## src/inc/hes_pkg.sv

```systemverilog
package hes_pkg;

    // ------------------------------------------------------------
    // object dictionary indices
    // ------------------------------------------------------------
    localparam logic [15:0] HES_IDX_CMD = 16'h6040;
    localparam logic [15:0] HES_IDX_STATE = 16'h6041;
    localparam logic [15:0] HES_IDX_HALT_OPT = 16'h605D;
    localparam logic [15:0] HES_IDX_METHOD = 16'h6098;

    // ------------------------------------------------------------
    // reset values
    // ------------------------------------------------------------
    localparam logic [15:0] HES_CMD_RST = 16'h0000;
    localparam logic [15:0] HES_STATE_RST = 16'h0000;
    localparam logic [7:0] HES_METHOD_RST = 8'h00;
    localparam logic [15:0] HES_HALT_OPT_RST = 16'h0001;

    // ------------------------------------------------------------
    // command word fields
    // ------------------------------------------------------------
    localparam int HES_CMD_SWITCH_ON = 0;
    localparam int HES_CMD_VOLTAGE = 1;
    localparam int HES_CMD_QSTOP = 2;
    localparam int HES_CMD_ENA_OP = 3;
    localparam int HES_CMD_TRIGGER = 4;
    localparam int HES_CMD_HALT = 8;
    localparam logic [3:0] HES_CMD_ENA_ALL = 4'hF;

    // ------------------------------------------------------------
    // state word fields
    // ------------------------------------------------------------
    localparam int HES_ST_TARGET = 10;
    localparam int HES_ST_SPEED0 = 12;
    localparam int HES_ST_HOMED = 15;

    // ------------------------------------------------------------
    // homing method codes and halt option
    // ------------------------------------------------------------
    localparam logic [7:0] HES_M_SW_POS_LOW = 8'h1C;
    localparam logic [7:0] HES_M_SW_MID = 8'h1D;
    localparam logic [7:0] HES_M_SW_NEG = 8'h1E;
    localparam logic [7:0] HES_M_IDX_NEG = 8'h21;
    localparam logic [7:0] HES_M_IDX_POS = 8'h22;
    localparam logic [7:0] HES_M_HERE = 8'h23;
    localparam logic [15:0] HES_HALT_QUICK = 16'h0002;

    // ------------------------------------------------------------
    // sequencer phases and motion command
    // ------------------------------------------------------------
    typedef enum logic [2:0] {
        HES_IDLE = 3'b000,
        HES_HI_NEG = 3'b001,
        HES_HI_POS = 3'b010,
        HES_WAIT_FALL = 3'b011,
        HES_WAIT_RISE = 3'b100,
        HES_WAIT_INDEX = 3'b101,
        HES_DONE = 3'b110
    } hes_phase_t;

    typedef struct packed {
        logic run;
        logic neg;
        logic fast;
        logic quick;
    } hes_motion_t;

endpackage

```

## src/hes_edge_det.sv

```systemverilog
`timescale 1ns/1ns
// registered level with one-cycle rising and falling pulses
module hes_edge_det (
    // clock and reset
    input wire logic clk_i,
    input wire logic resetn_i,
    // sampled level
    input wire logic level_i,
    // results
    output logic level_o,
    output logic rise_o,
    output logic fall_o
);

    // ------------------------------------------------------------
    // edge detection
    // ------------------------------------------------------------
    logic prev;

    // prev holds the same sample as level_o so the pulses line up with the held level
    always_ff @(posedge clk_i) begin
        if (!resetn_i) begin
            prev <= 1'b0;
            level_o <= 1'b0;
            rise_o <= 1'b0;
            fall_o <= 1'b0;
        end else begin
            prev <= level_i;
            level_o <= level_i;
            rise_o <= level_i && !prev;
            fall_o <= !level_i && prev;
        end
    end

endmodule // hes_edge_det

```

## src/hes_sequencer.sv

```systemverilog
`timescale 1ns/1ns
// Operation
// [RULE1] m28 inactive: fast negative, rise gives slow positive
// [RULE2] m28 limit: fast positive, rise, fall, stop rise
// [RULE3] m28 active: slow positive, fall gives slow negative
// [RULE4] mid inactive: fast neg, slow neg, reverse, stop
// [RULE5] mid limit: fast positive, rise reverses slow negative
// [RULE6] mid active: slow negative, fall reverses, stop rise
// [RULE7] m30 inactive: fast negative then slow negative
// [RULE8] m30 limit: fast positive, rise reverses, fall stops
// [RULE9] m30 active: slow negative, stop on fall
// [RULE10] m33: slow negative, stop at index
// [RULE11] m34: slow positive, stop at index
// [RULE12] m35: home here, command 0F to 1F
// [RULE13] method object picks behaviour; index no slowdown
// [RULE14] run only with command bits 0-3 set
// [RULE15] halt bit stops axis per halt option
// [RULE16] target bit: reached, or zero speed on halt
// [RULE17] profile velocity: bit 12 means zero speed
// [RULE18] homed bit set at finish, clear before
module hes_sequencer (
    // clock and reset
    input wire logic clk_i,
    input wire logic resetn_i,
    // object access port
    input wire logic obj_wr_i,
    input wire logic obj_rd_i,
    input wire logic [15:0] obj_index_i,
    input wire logic [15:0] obj_wdata_i,
    output logic [15:0] obj_rdata_o,
    output logic obj_rvalid_o,
    // sensors and drive feedback
    input wire logic home_switch_input_i,
    input wire logic neg_limit_i,
    input wire logic index_pulse_i,
    input wire logic speed_zero_i,
    input wire logic target_reached_i,
    input wire logic profile_velocity_operation_i,
    // motion command and homing result
    output hes_pkg::hes_motion_t motion_o,
    output logic home_set_o,
    output logic [15:0] drive_state_word_o
);
    import hes_pkg::*;

    // ------------------------------------------------------------
    // object registers
    // ------------------------------------------------------------
    logic [15:0] drive_command_word;
    logic [15:0] drive_state_word;
    logic [15:0] halt_option;
    logic [7:0] homing_method;
    logic start_pulse;

    wire cmd_wr = obj_wr_i && (obj_index_i == HES_IDX_CMD);
    wire enabled = drive_command_word[3:0] == HES_CMD_ENA_ALL;
    wire halted = drive_command_word[HES_CMD_HALT];
    // trigger only on a 0 to 1 step of bit 4 while enabled
    wire trigger = cmd_wr && obj_wdata_i[HES_CMD_TRIGGER]
        && (obj_wdata_i[3:0] == HES_CMD_ENA_ALL)
        && !drive_command_word[HES_CMD_TRIGGER];

    // writes to the command, method and halt option objects
    always_ff @(posedge clk_i) begin
        if (!resetn_i) begin
            drive_command_word <= HES_CMD_RST;
            homing_method <= HES_METHOD_RST;
            halt_option <= HES_HALT_OPT_RST;
        end else if (obj_wr_i) begin
            if (obj_index_i == HES_IDX_CMD) begin
                drive_command_word <= obj_wdata_i;
            end else if (obj_index_i == HES_IDX_METHOD) begin
                homing_method <= obj_wdata_i[7:0];
            end else if (obj_index_i == HES_IDX_HALT_OPT) begin
                halt_option <= obj_wdata_i;
            end
        end
    end

    // a start is held one cycle so the new enables are in place
    always_ff @(posedge clk_i) begin
        if (!resetn_i) begin
            start_pulse <= 1'b0;
        end else begin
            start_pulse <= trigger; // [RULE12]
        end
    end

    // reads answer one cycle later; unknown indices read zero
    always_ff @(posedge clk_i) begin
        if (!resetn_i) begin
            obj_rdata_o <= 16'h0000;
            obj_rvalid_o <= 1'b0;
        end else begin
            obj_rvalid_o <= obj_rd_i;
            if (!obj_rd_i) begin
                obj_rdata_o <= 16'h0000;
            end else if (obj_index_i == HES_IDX_CMD) begin
                obj_rdata_o <= drive_command_word;
            end else if (obj_index_i == HES_IDX_STATE) begin
                obj_rdata_o <= drive_state_word;
            end else if (obj_index_i == HES_IDX_METHOD) begin
                obj_rdata_o <= {8'h00, homing_method};
            end else if (obj_index_i == HES_IDX_HALT_OPT) begin
                obj_rdata_o <= halt_option;
            end else begin
                obj_rdata_o <= 16'h0000;
            end
        end
    end

    // ------------------------------------------------------------
    // switch and index edges
    // ------------------------------------------------------------
    logic sw_level;
    logic sw_rise;
    logic sw_fall;
    logic idx_rise;

    hes_edge_det u_switch_edge (
        .clk_i(clk_i),
        .resetn_i(resetn_i),
        .level_i(home_switch_input_i),
        .level_o(sw_level),
        .rise_o(sw_rise),
        .fall_o(sw_fall)
    );

    hes_edge_det u_index_edge (
        .clk_i(clk_i),
        .resetn_i(resetn_i),
        .level_i(index_pulse_i),
        .level_o(),
        .rise_o(idx_rise),
        .fall_o()
    );

    // ------------------------------------------------------------
    // homing sequencer
    // ------------------------------------------------------------
    hes_phase_t phase;
    logic leg_neg;
    logic leg_fast;
    logic homed;

    wire m28 = homing_method == HES_M_SW_POS_LOW;
    wire m_mid = homing_method == HES_M_SW_MID;
    wire m30 = homing_method == HES_M_SW_NEG;
    // edges seen while halted are dropped; the axis is standing
    wire go = enabled && !halted && !start_pulse;

    // phase walk; low-speed switch legs share one pair of states
    always_ff @(posedge clk_i) begin
        if (!resetn_i) begin
            phase <= HES_IDLE;
            leg_neg <= 1'b0;
            leg_fast <= 1'b0;
        end else if (!enabled) begin
            phase <= HES_IDLE; // [RULE14]
            leg_fast <= 1'b0;
        end else if (start_pulse) begin
            if ((m28 || m_mid || m30) && sw_level) begin
                phase <= HES_WAIT_FALL; // [RULE3] [RULE6] [RULE9]
                leg_neg <= !m28;
                leg_fast <= 1'b0;
            end else if (m28 || m_mid || m30) begin
                phase <= HES_HI_NEG; // [RULE1] [RULE4] [RULE7]
                leg_neg <= 1'b1;
                leg_fast <= 1'b1;
            end else if (homing_method == HES_M_IDX_NEG) begin
                phase <= HES_WAIT_INDEX; // [RULE10] [RULE13]
                leg_neg <= 1'b1;
                leg_fast <= 1'b0;
            end else if (homing_method == HES_M_IDX_POS) begin
                phase <= HES_WAIT_INDEX; // [RULE11] [RULE13]
                leg_neg <= 1'b0;
                leg_fast <= 1'b0;
            end else if (homing_method == HES_M_HERE) begin
                phase <= HES_DONE; // [RULE12]
                leg_fast <= 1'b0;
            end else begin
                phase <= HES_IDLE; // [RULE13]
            end
        end else if (go) begin
            case (phase)
                HES_HI_NEG: begin
                    if (neg_limit_i) begin
                        phase <= HES_HI_POS; // [RULE2] [RULE5] [RULE8]
                        leg_neg <= 1'b0;
                    end else if (sw_rise) begin
                        phase <= HES_WAIT_FALL; // [RULE1] [RULE4] [RULE7]
                        leg_neg <= !m28;
                        leg_fast <= 1'b0;
                    end
                end
                HES_HI_POS: begin
                    if (sw_rise) begin
                        phase <= HES_WAIT_FALL; // [RULE2] [RULE5] [RULE8]
                        leg_neg <= !m28;
                        leg_fast <= 1'b0;
                    end
                end
                HES_WAIT_FALL: begin
                    if (sw_fall && m30) begin
                        phase <= HES_DONE; // [RULE8] [RULE9]
                    end else if (sw_fall) begin
                        phase <= HES_WAIT_RISE; // [RULE3] [RULE4] [RULE6]
                        leg_neg <= !leg_neg;
                    end
                end
                HES_WAIT_RISE: begin
                    if (sw_rise) begin
                        phase <= HES_DONE; // [RULE2] [RULE4] [RULE5]
                    end
                end
                HES_WAIT_INDEX: begin
                    if (idx_rise) begin
                        phase <= HES_DONE; // [RULE10] [RULE11]
                    end
                end
                default: begin
                    phase <= phase;
                end
            endcase
        end
    end

    // homed flag: a fresh start clears it, reaching the end sets it;
    // the phase seen beside a start is the old run's, so it must not
    // keep the flag up, else a second homing never reports progress
    always_ff @(posedge clk_i) begin
        if (!resetn_i) begin
            homed <= 1'b0;
        end else if (start_pulse) begin
            homed <= 1'b0; // [RULE18]
        end else if (phase == HES_DONE) begin
            homed <= 1'b1; // [RULE18]
        end
    end

    // ------------------------------------------------------------
    // motion command and state word
    // ------------------------------------------------------------
    wire moving = (phase != HES_IDLE) && (phase != HES_DONE);

    // halt drops run; the option picks a quick or ramped stop
    always_ff @(posedge clk_i) begin
        if (!resetn_i) begin
            motion_o <= '0;
            home_set_o <= 1'b0;
        end else begin
            motion_o.run <= moving && enabled && !halted; // [RULE15]
            motion_o.neg <= leg_neg;
            motion_o.fast <= leg_fast;
            motion_o.quick <= halted
                && (halt_option == HES_HALT_QUICK); // [RULE15]
            home_set_o <= (phase == HES_DONE) && !homed; // [RULE12]
        end
    end

    // state word bits follow halt, speed and homing state
    always_ff @(posedge clk_i) begin
        if (!resetn_i) begin
            drive_state_word <= HES_STATE_RST;
        end else begin
            drive_state_word <= HES_STATE_RST;
            drive_state_word[HES_ST_TARGET] <= halted
                ? speed_zero_i : target_reached_i; // [RULE16]
            drive_state_word[HES_ST_SPEED0] <=
                profile_velocity_operation_i && speed_zero_i; // [RULE17]
            drive_state_word[HES_ST_HOMED] <= homed; // [RULE18]
        end
    end

    assign drive_state_word_o = drive_state_word;
endmodule // hes_sequencer
```

## config.mk

```make
export PLATFORM = sky130hd
export DESIGN_NAME = hes_sequencer
export DESIGN_NICKNAME = d
export VERILOG_FILES = /design/src/inc/hes_pkg.sv /design/src/hes_edge_det.sv /design/src/hes_sequencer.sv
export SDC_FILE = /design/constraint.sdc
export NUM_CORES = 1
export LEC_CHECK = 0
export BUFFER_PORTS_ARGS = -buffer_cell sky130_fd_sc_hd__buf_2
export CAP_MARGIN = 10
export CELL_PAD_IN_SITES_DETAIL_PLACEMENT = 1
export CELL_PAD_IN_SITES_GLOBAL_PLACEMENT = 2
export CORE_UTILIZATION = 30
export CTS_CLUSTER_DIAMETER = 120
export DETAILED_ROUTE_END_ITERATION = 10
export GPL_ROUTABILITY_DRIVEN = 0
export MAX_ROUTING_LAYER = met4
export PLACE_DENSITY_LB_ADDON = 0.1
export SETUP_SLACK_MARGIN = 0.02
export SLEW_MARGIN = 40
export SYNTH_ARGS = -nofsm -noshare
export SYNTH_HDL_FRONTEND = slang
export SYNTH_SLANG_ARGS = --single-unit
export TNS_END_PERCENT = 20
```

## constraint.sdc

```tcl
create_clock -name clk_i -period 3.5 [get_ports clk_i]
set_clock_uncertainty 0.05 [all_clocks]
set_input_delay 0.875 -clock clk_i [delete_from_list [all_inputs] [get_ports clk_i]]
set_output_delay 0.875 -clock clk_i [all_outputs]
set_load 0.02 [all_outputs]
```

==> results.ini <==
[setup_path]
regToRegStartpoint = homing_method[7]
end_kind = flop
rrSetupSlack_ns = 1.46
r2r_cells = 5
path_cells = buf_2 > or4b_4 > nor4_4 > nand3_4 > mux2i_1 > nor2b_1
cp_top_family = simple AND/OR/NAND/NOR gates
worst_ep_arrival_time_ns = 2.64
critPathMaxFanout = 16
slowest_delay_ns = 0.57
path_class = in -> reg
cp.required_ns = 3.67
crit_slowest_cell = or4b_4
critPathBufInv = 1
crit_path_start_kind = input pin
reg2reg_to = phase[1]

[clock_tree]
cts_setup_buffers = 0
cts_tree = done
cts_max_path_buffers = 2
cts_resized = 0
cts.sinks = 77
clock_latency_ns = 0.33
clk_pin_slew_ns = 0.06
hold_buffers = 0
cts_root_buf = clkbuf_16
numCtsBuffers = 9
cts_max_level = 3

[timing]
hold_violations = 0
relSlewSlack = 0.6050
setup_viol = 0
worstMarginPinSlew_ns = 0.5903
hold_ws_ns = 0.3376
period_share = 0.7053
setup_tns_ns = 0
slew_violations = 0
rsz0062_at_grt = false
max_freq_mhz = 405.1
period_minus_slack_ns = 2.468

[flow_run]
maxCapViolations = 0

[synthesis]
synth_mux_area_frac = 0.09114
ys_seq_area_frac = 0.4456
avgSynthCellArea_um2 = 9.376
synth_top_family_by_area = simple AND/OR/NAND/NOR gates
ys_types = 54
synth-main-ff-cell = dfxtp_1
async_reset_ff_frac = 0
netlist_area_um2 = 3460
synth_cells = 369
synth-compound-area-share = 0.1320
synth-edff-count = 0
ys_ff_latch = 77
yosys.area_share.simple = 0.2593
yosysWarnings = 0
synthXorXnorAreaFrac = 0
synthAdderAreaFrac = 0

[die]
die_height_um = 109.4
ioPinCount = 80
die_w_um = 109.4
rows = 38
initial_core_util = 0.3136
core_area_um2 = 11030
dieArea_um2 = 11970

[grt]
antenna_found_initial = 0
grt_usage = 0.1745
globalRouteOverflowTotal = 0
grt_max_degree = 28
grt_pass1_vias = 2805
grt_pass1_wl_mm = 15.30

[drt]
post_drt_via_cell_ratio = 4.986
num_vias = 2872
first_iter_violations = 160
first_pass_iters = 6
drtAntennaViolNets = 0
drc_errors = 0
drt_wl_total_mm = 9.406
wl_per_cell_um = 16.33

[place]
dp_cells = 560
hpwl_mm = 6.639
port_buffers = 66

[finish]
layout_common_cells = dfxtp_1, buf_2, nand2_1, nor2b_1, nor2_1
fillers = 1285
final_util = 0.3779
fin_cells = 576
area_growth_pct = 20.51
layout.nets = 473
diodes = 0
layout_commonest_cell = dfxtp_1
drive_gt1_frac = 0.2339

[hold_path]
holdPathEnd = u_index_edge.rise_o
hold_path_depth = 1
min-delay-start = u_index_edge.prev
hp-class = reg -> reg

[pwr]
powerDensity_nw_per_um2 = 473.3
power_leakage_uw = 0.001772
ir_worst_vdd_v = 0.0001879
finalPower_uw = 1973

[outcome]
status = finished clean

how the worst max path moves through the flow:
stage / from / end / slack (ns) / cells past startpoint
detailed placement: obj_index_i[9] / drive_command_word[11] / 0.68 / 6
global route: obj_index_i[9] / halt_option[11] / 0.89 / 7
finish: obj_index_i[9] / drive_command_word[11] / 1.03 / 6
global placement: obj_index_i[9] / drive_command_word[8] / 0.75 / 6
floorplan: obj_index_i[9] / drive_command_word[8] / 1.01 / 6
CTS: obj_index_i[9] / drive_command_word[7] / 1.03 / 6
synthesized netlist by cell type (2+ instances only):
| master | number | area, um^2 |
|---|---|---|
| a21boi_0 | 14 | 105.1 |
| nand2b_1 | 5 | 31.28 |
| nor2_1 | 28 | 105.1 |
| or3_1 | 2 | 12.51 |
| and3_1 | 3 | 18.77 |
| nor2b_1 | 29 | 181.4 |
| inv_1 | 8 | 30.03 |
| a21boi_1 | 2 | 15.01 |
| nand3_1 | 21 | 105.1 |
| nor3_1 | 5 | 25.02 |
| and4b_1 | 2 | 20.02 |
| nor4_1 | 3 | 18.77 |
| a22oi_1 | 8 | 60.06 |
| a211oi_1 | 6 | 45.04 |
| and3b_1 | 2 | 17.52 |
| a222oi_1 | 8 | 80.08 |
| buf_4 | 15 | 112.6 |
| a21oi_1 | 6 | 30.03 |
| o22ai_1 | 2 | 12.51 |
| buf_6 | 4 | 45.04 |
| mux2i_1 | 27 | 270.3 |
| o21ai_0 | 2 | 10.01 |
| dfxtp_1 | 77 | 1541 |
| and2_1 | 7 | 43.79 |
| nor4b_1 | 3 | 26.28 |
| nor3b_1 | 2 | 15.01 |
| nand4_1 | 4 | 25.02 |
| mux2_2 | 4 | 45.04 |
| nand2_1 | 32 | 120.1 |
| clkbuf_1 | 14 | 52.55 |
layer usage:
metal  global-route usage  wire length, um  vias up
met5                    -                0        -
met4              0.05714              102        0
met3              0.02312              444        8
met2               0.2534             3944       78
met1               0.2488             4915     1373
li1                     -                -     1413
layout make-up:
type                    instances  area [um^2]  area share
multi-input cells             262         1724      0.4136
flip-flops and latches         77         1541      0.3697
repair buffers                 73        382.9     0.09184
clock buffers                  10        229.0     0.05492
well taps                     140        175.2     0.04202
clock inverters                 6        86.33     0.02071
inverters                       8        30.03    0.007203
power breakdown:
group	switching, uW	leakage, uW	internal, uW
combinational	57.3	0.000998	35.3
sequential	3.43	0.000622	881
clock	372	0.000153	625
sequential cells by signal (all words and copies together) (netlist names):
register,count
homing_method,8
start_pulse,1
u_index_edge.rise_o,1
leg_fast,1
phase,3
u_switch_edge.level_o,1
drive_state_word_o,3
homed,1
u_switch_edge.rise_o,1
u_index_edge.prev,1
home_set_o,1
u_switch_edge.fall_o,1
drive_command_word,16
obj_rvalid_o,1
halt_option,16
obj_rdata_o,16
leg_neg,1
motion_o,4
cell families (layout without fill, tap and decap cells):
| family | after synthesis | in the layout |
|---|---|---|
| buf+inv | 42 | 97 |
| mux | 31 | 31 |
| other cells | 1 | 13 |
| compound gates | 59 | 59 |
| flops | 77 | 77 |
| simple gates | 159 | 159 |
metrics by stage:
stage	area [um^2]	setup WS, ns
finish	4169	1.032
global route	4169	0.8917
CTS	4163	1.034
detailed placement	3847	0.6753
global placement	3847	0.7515
floorplan	3505	1.010
Note: power is estimated with default switching activity, not from simulation.
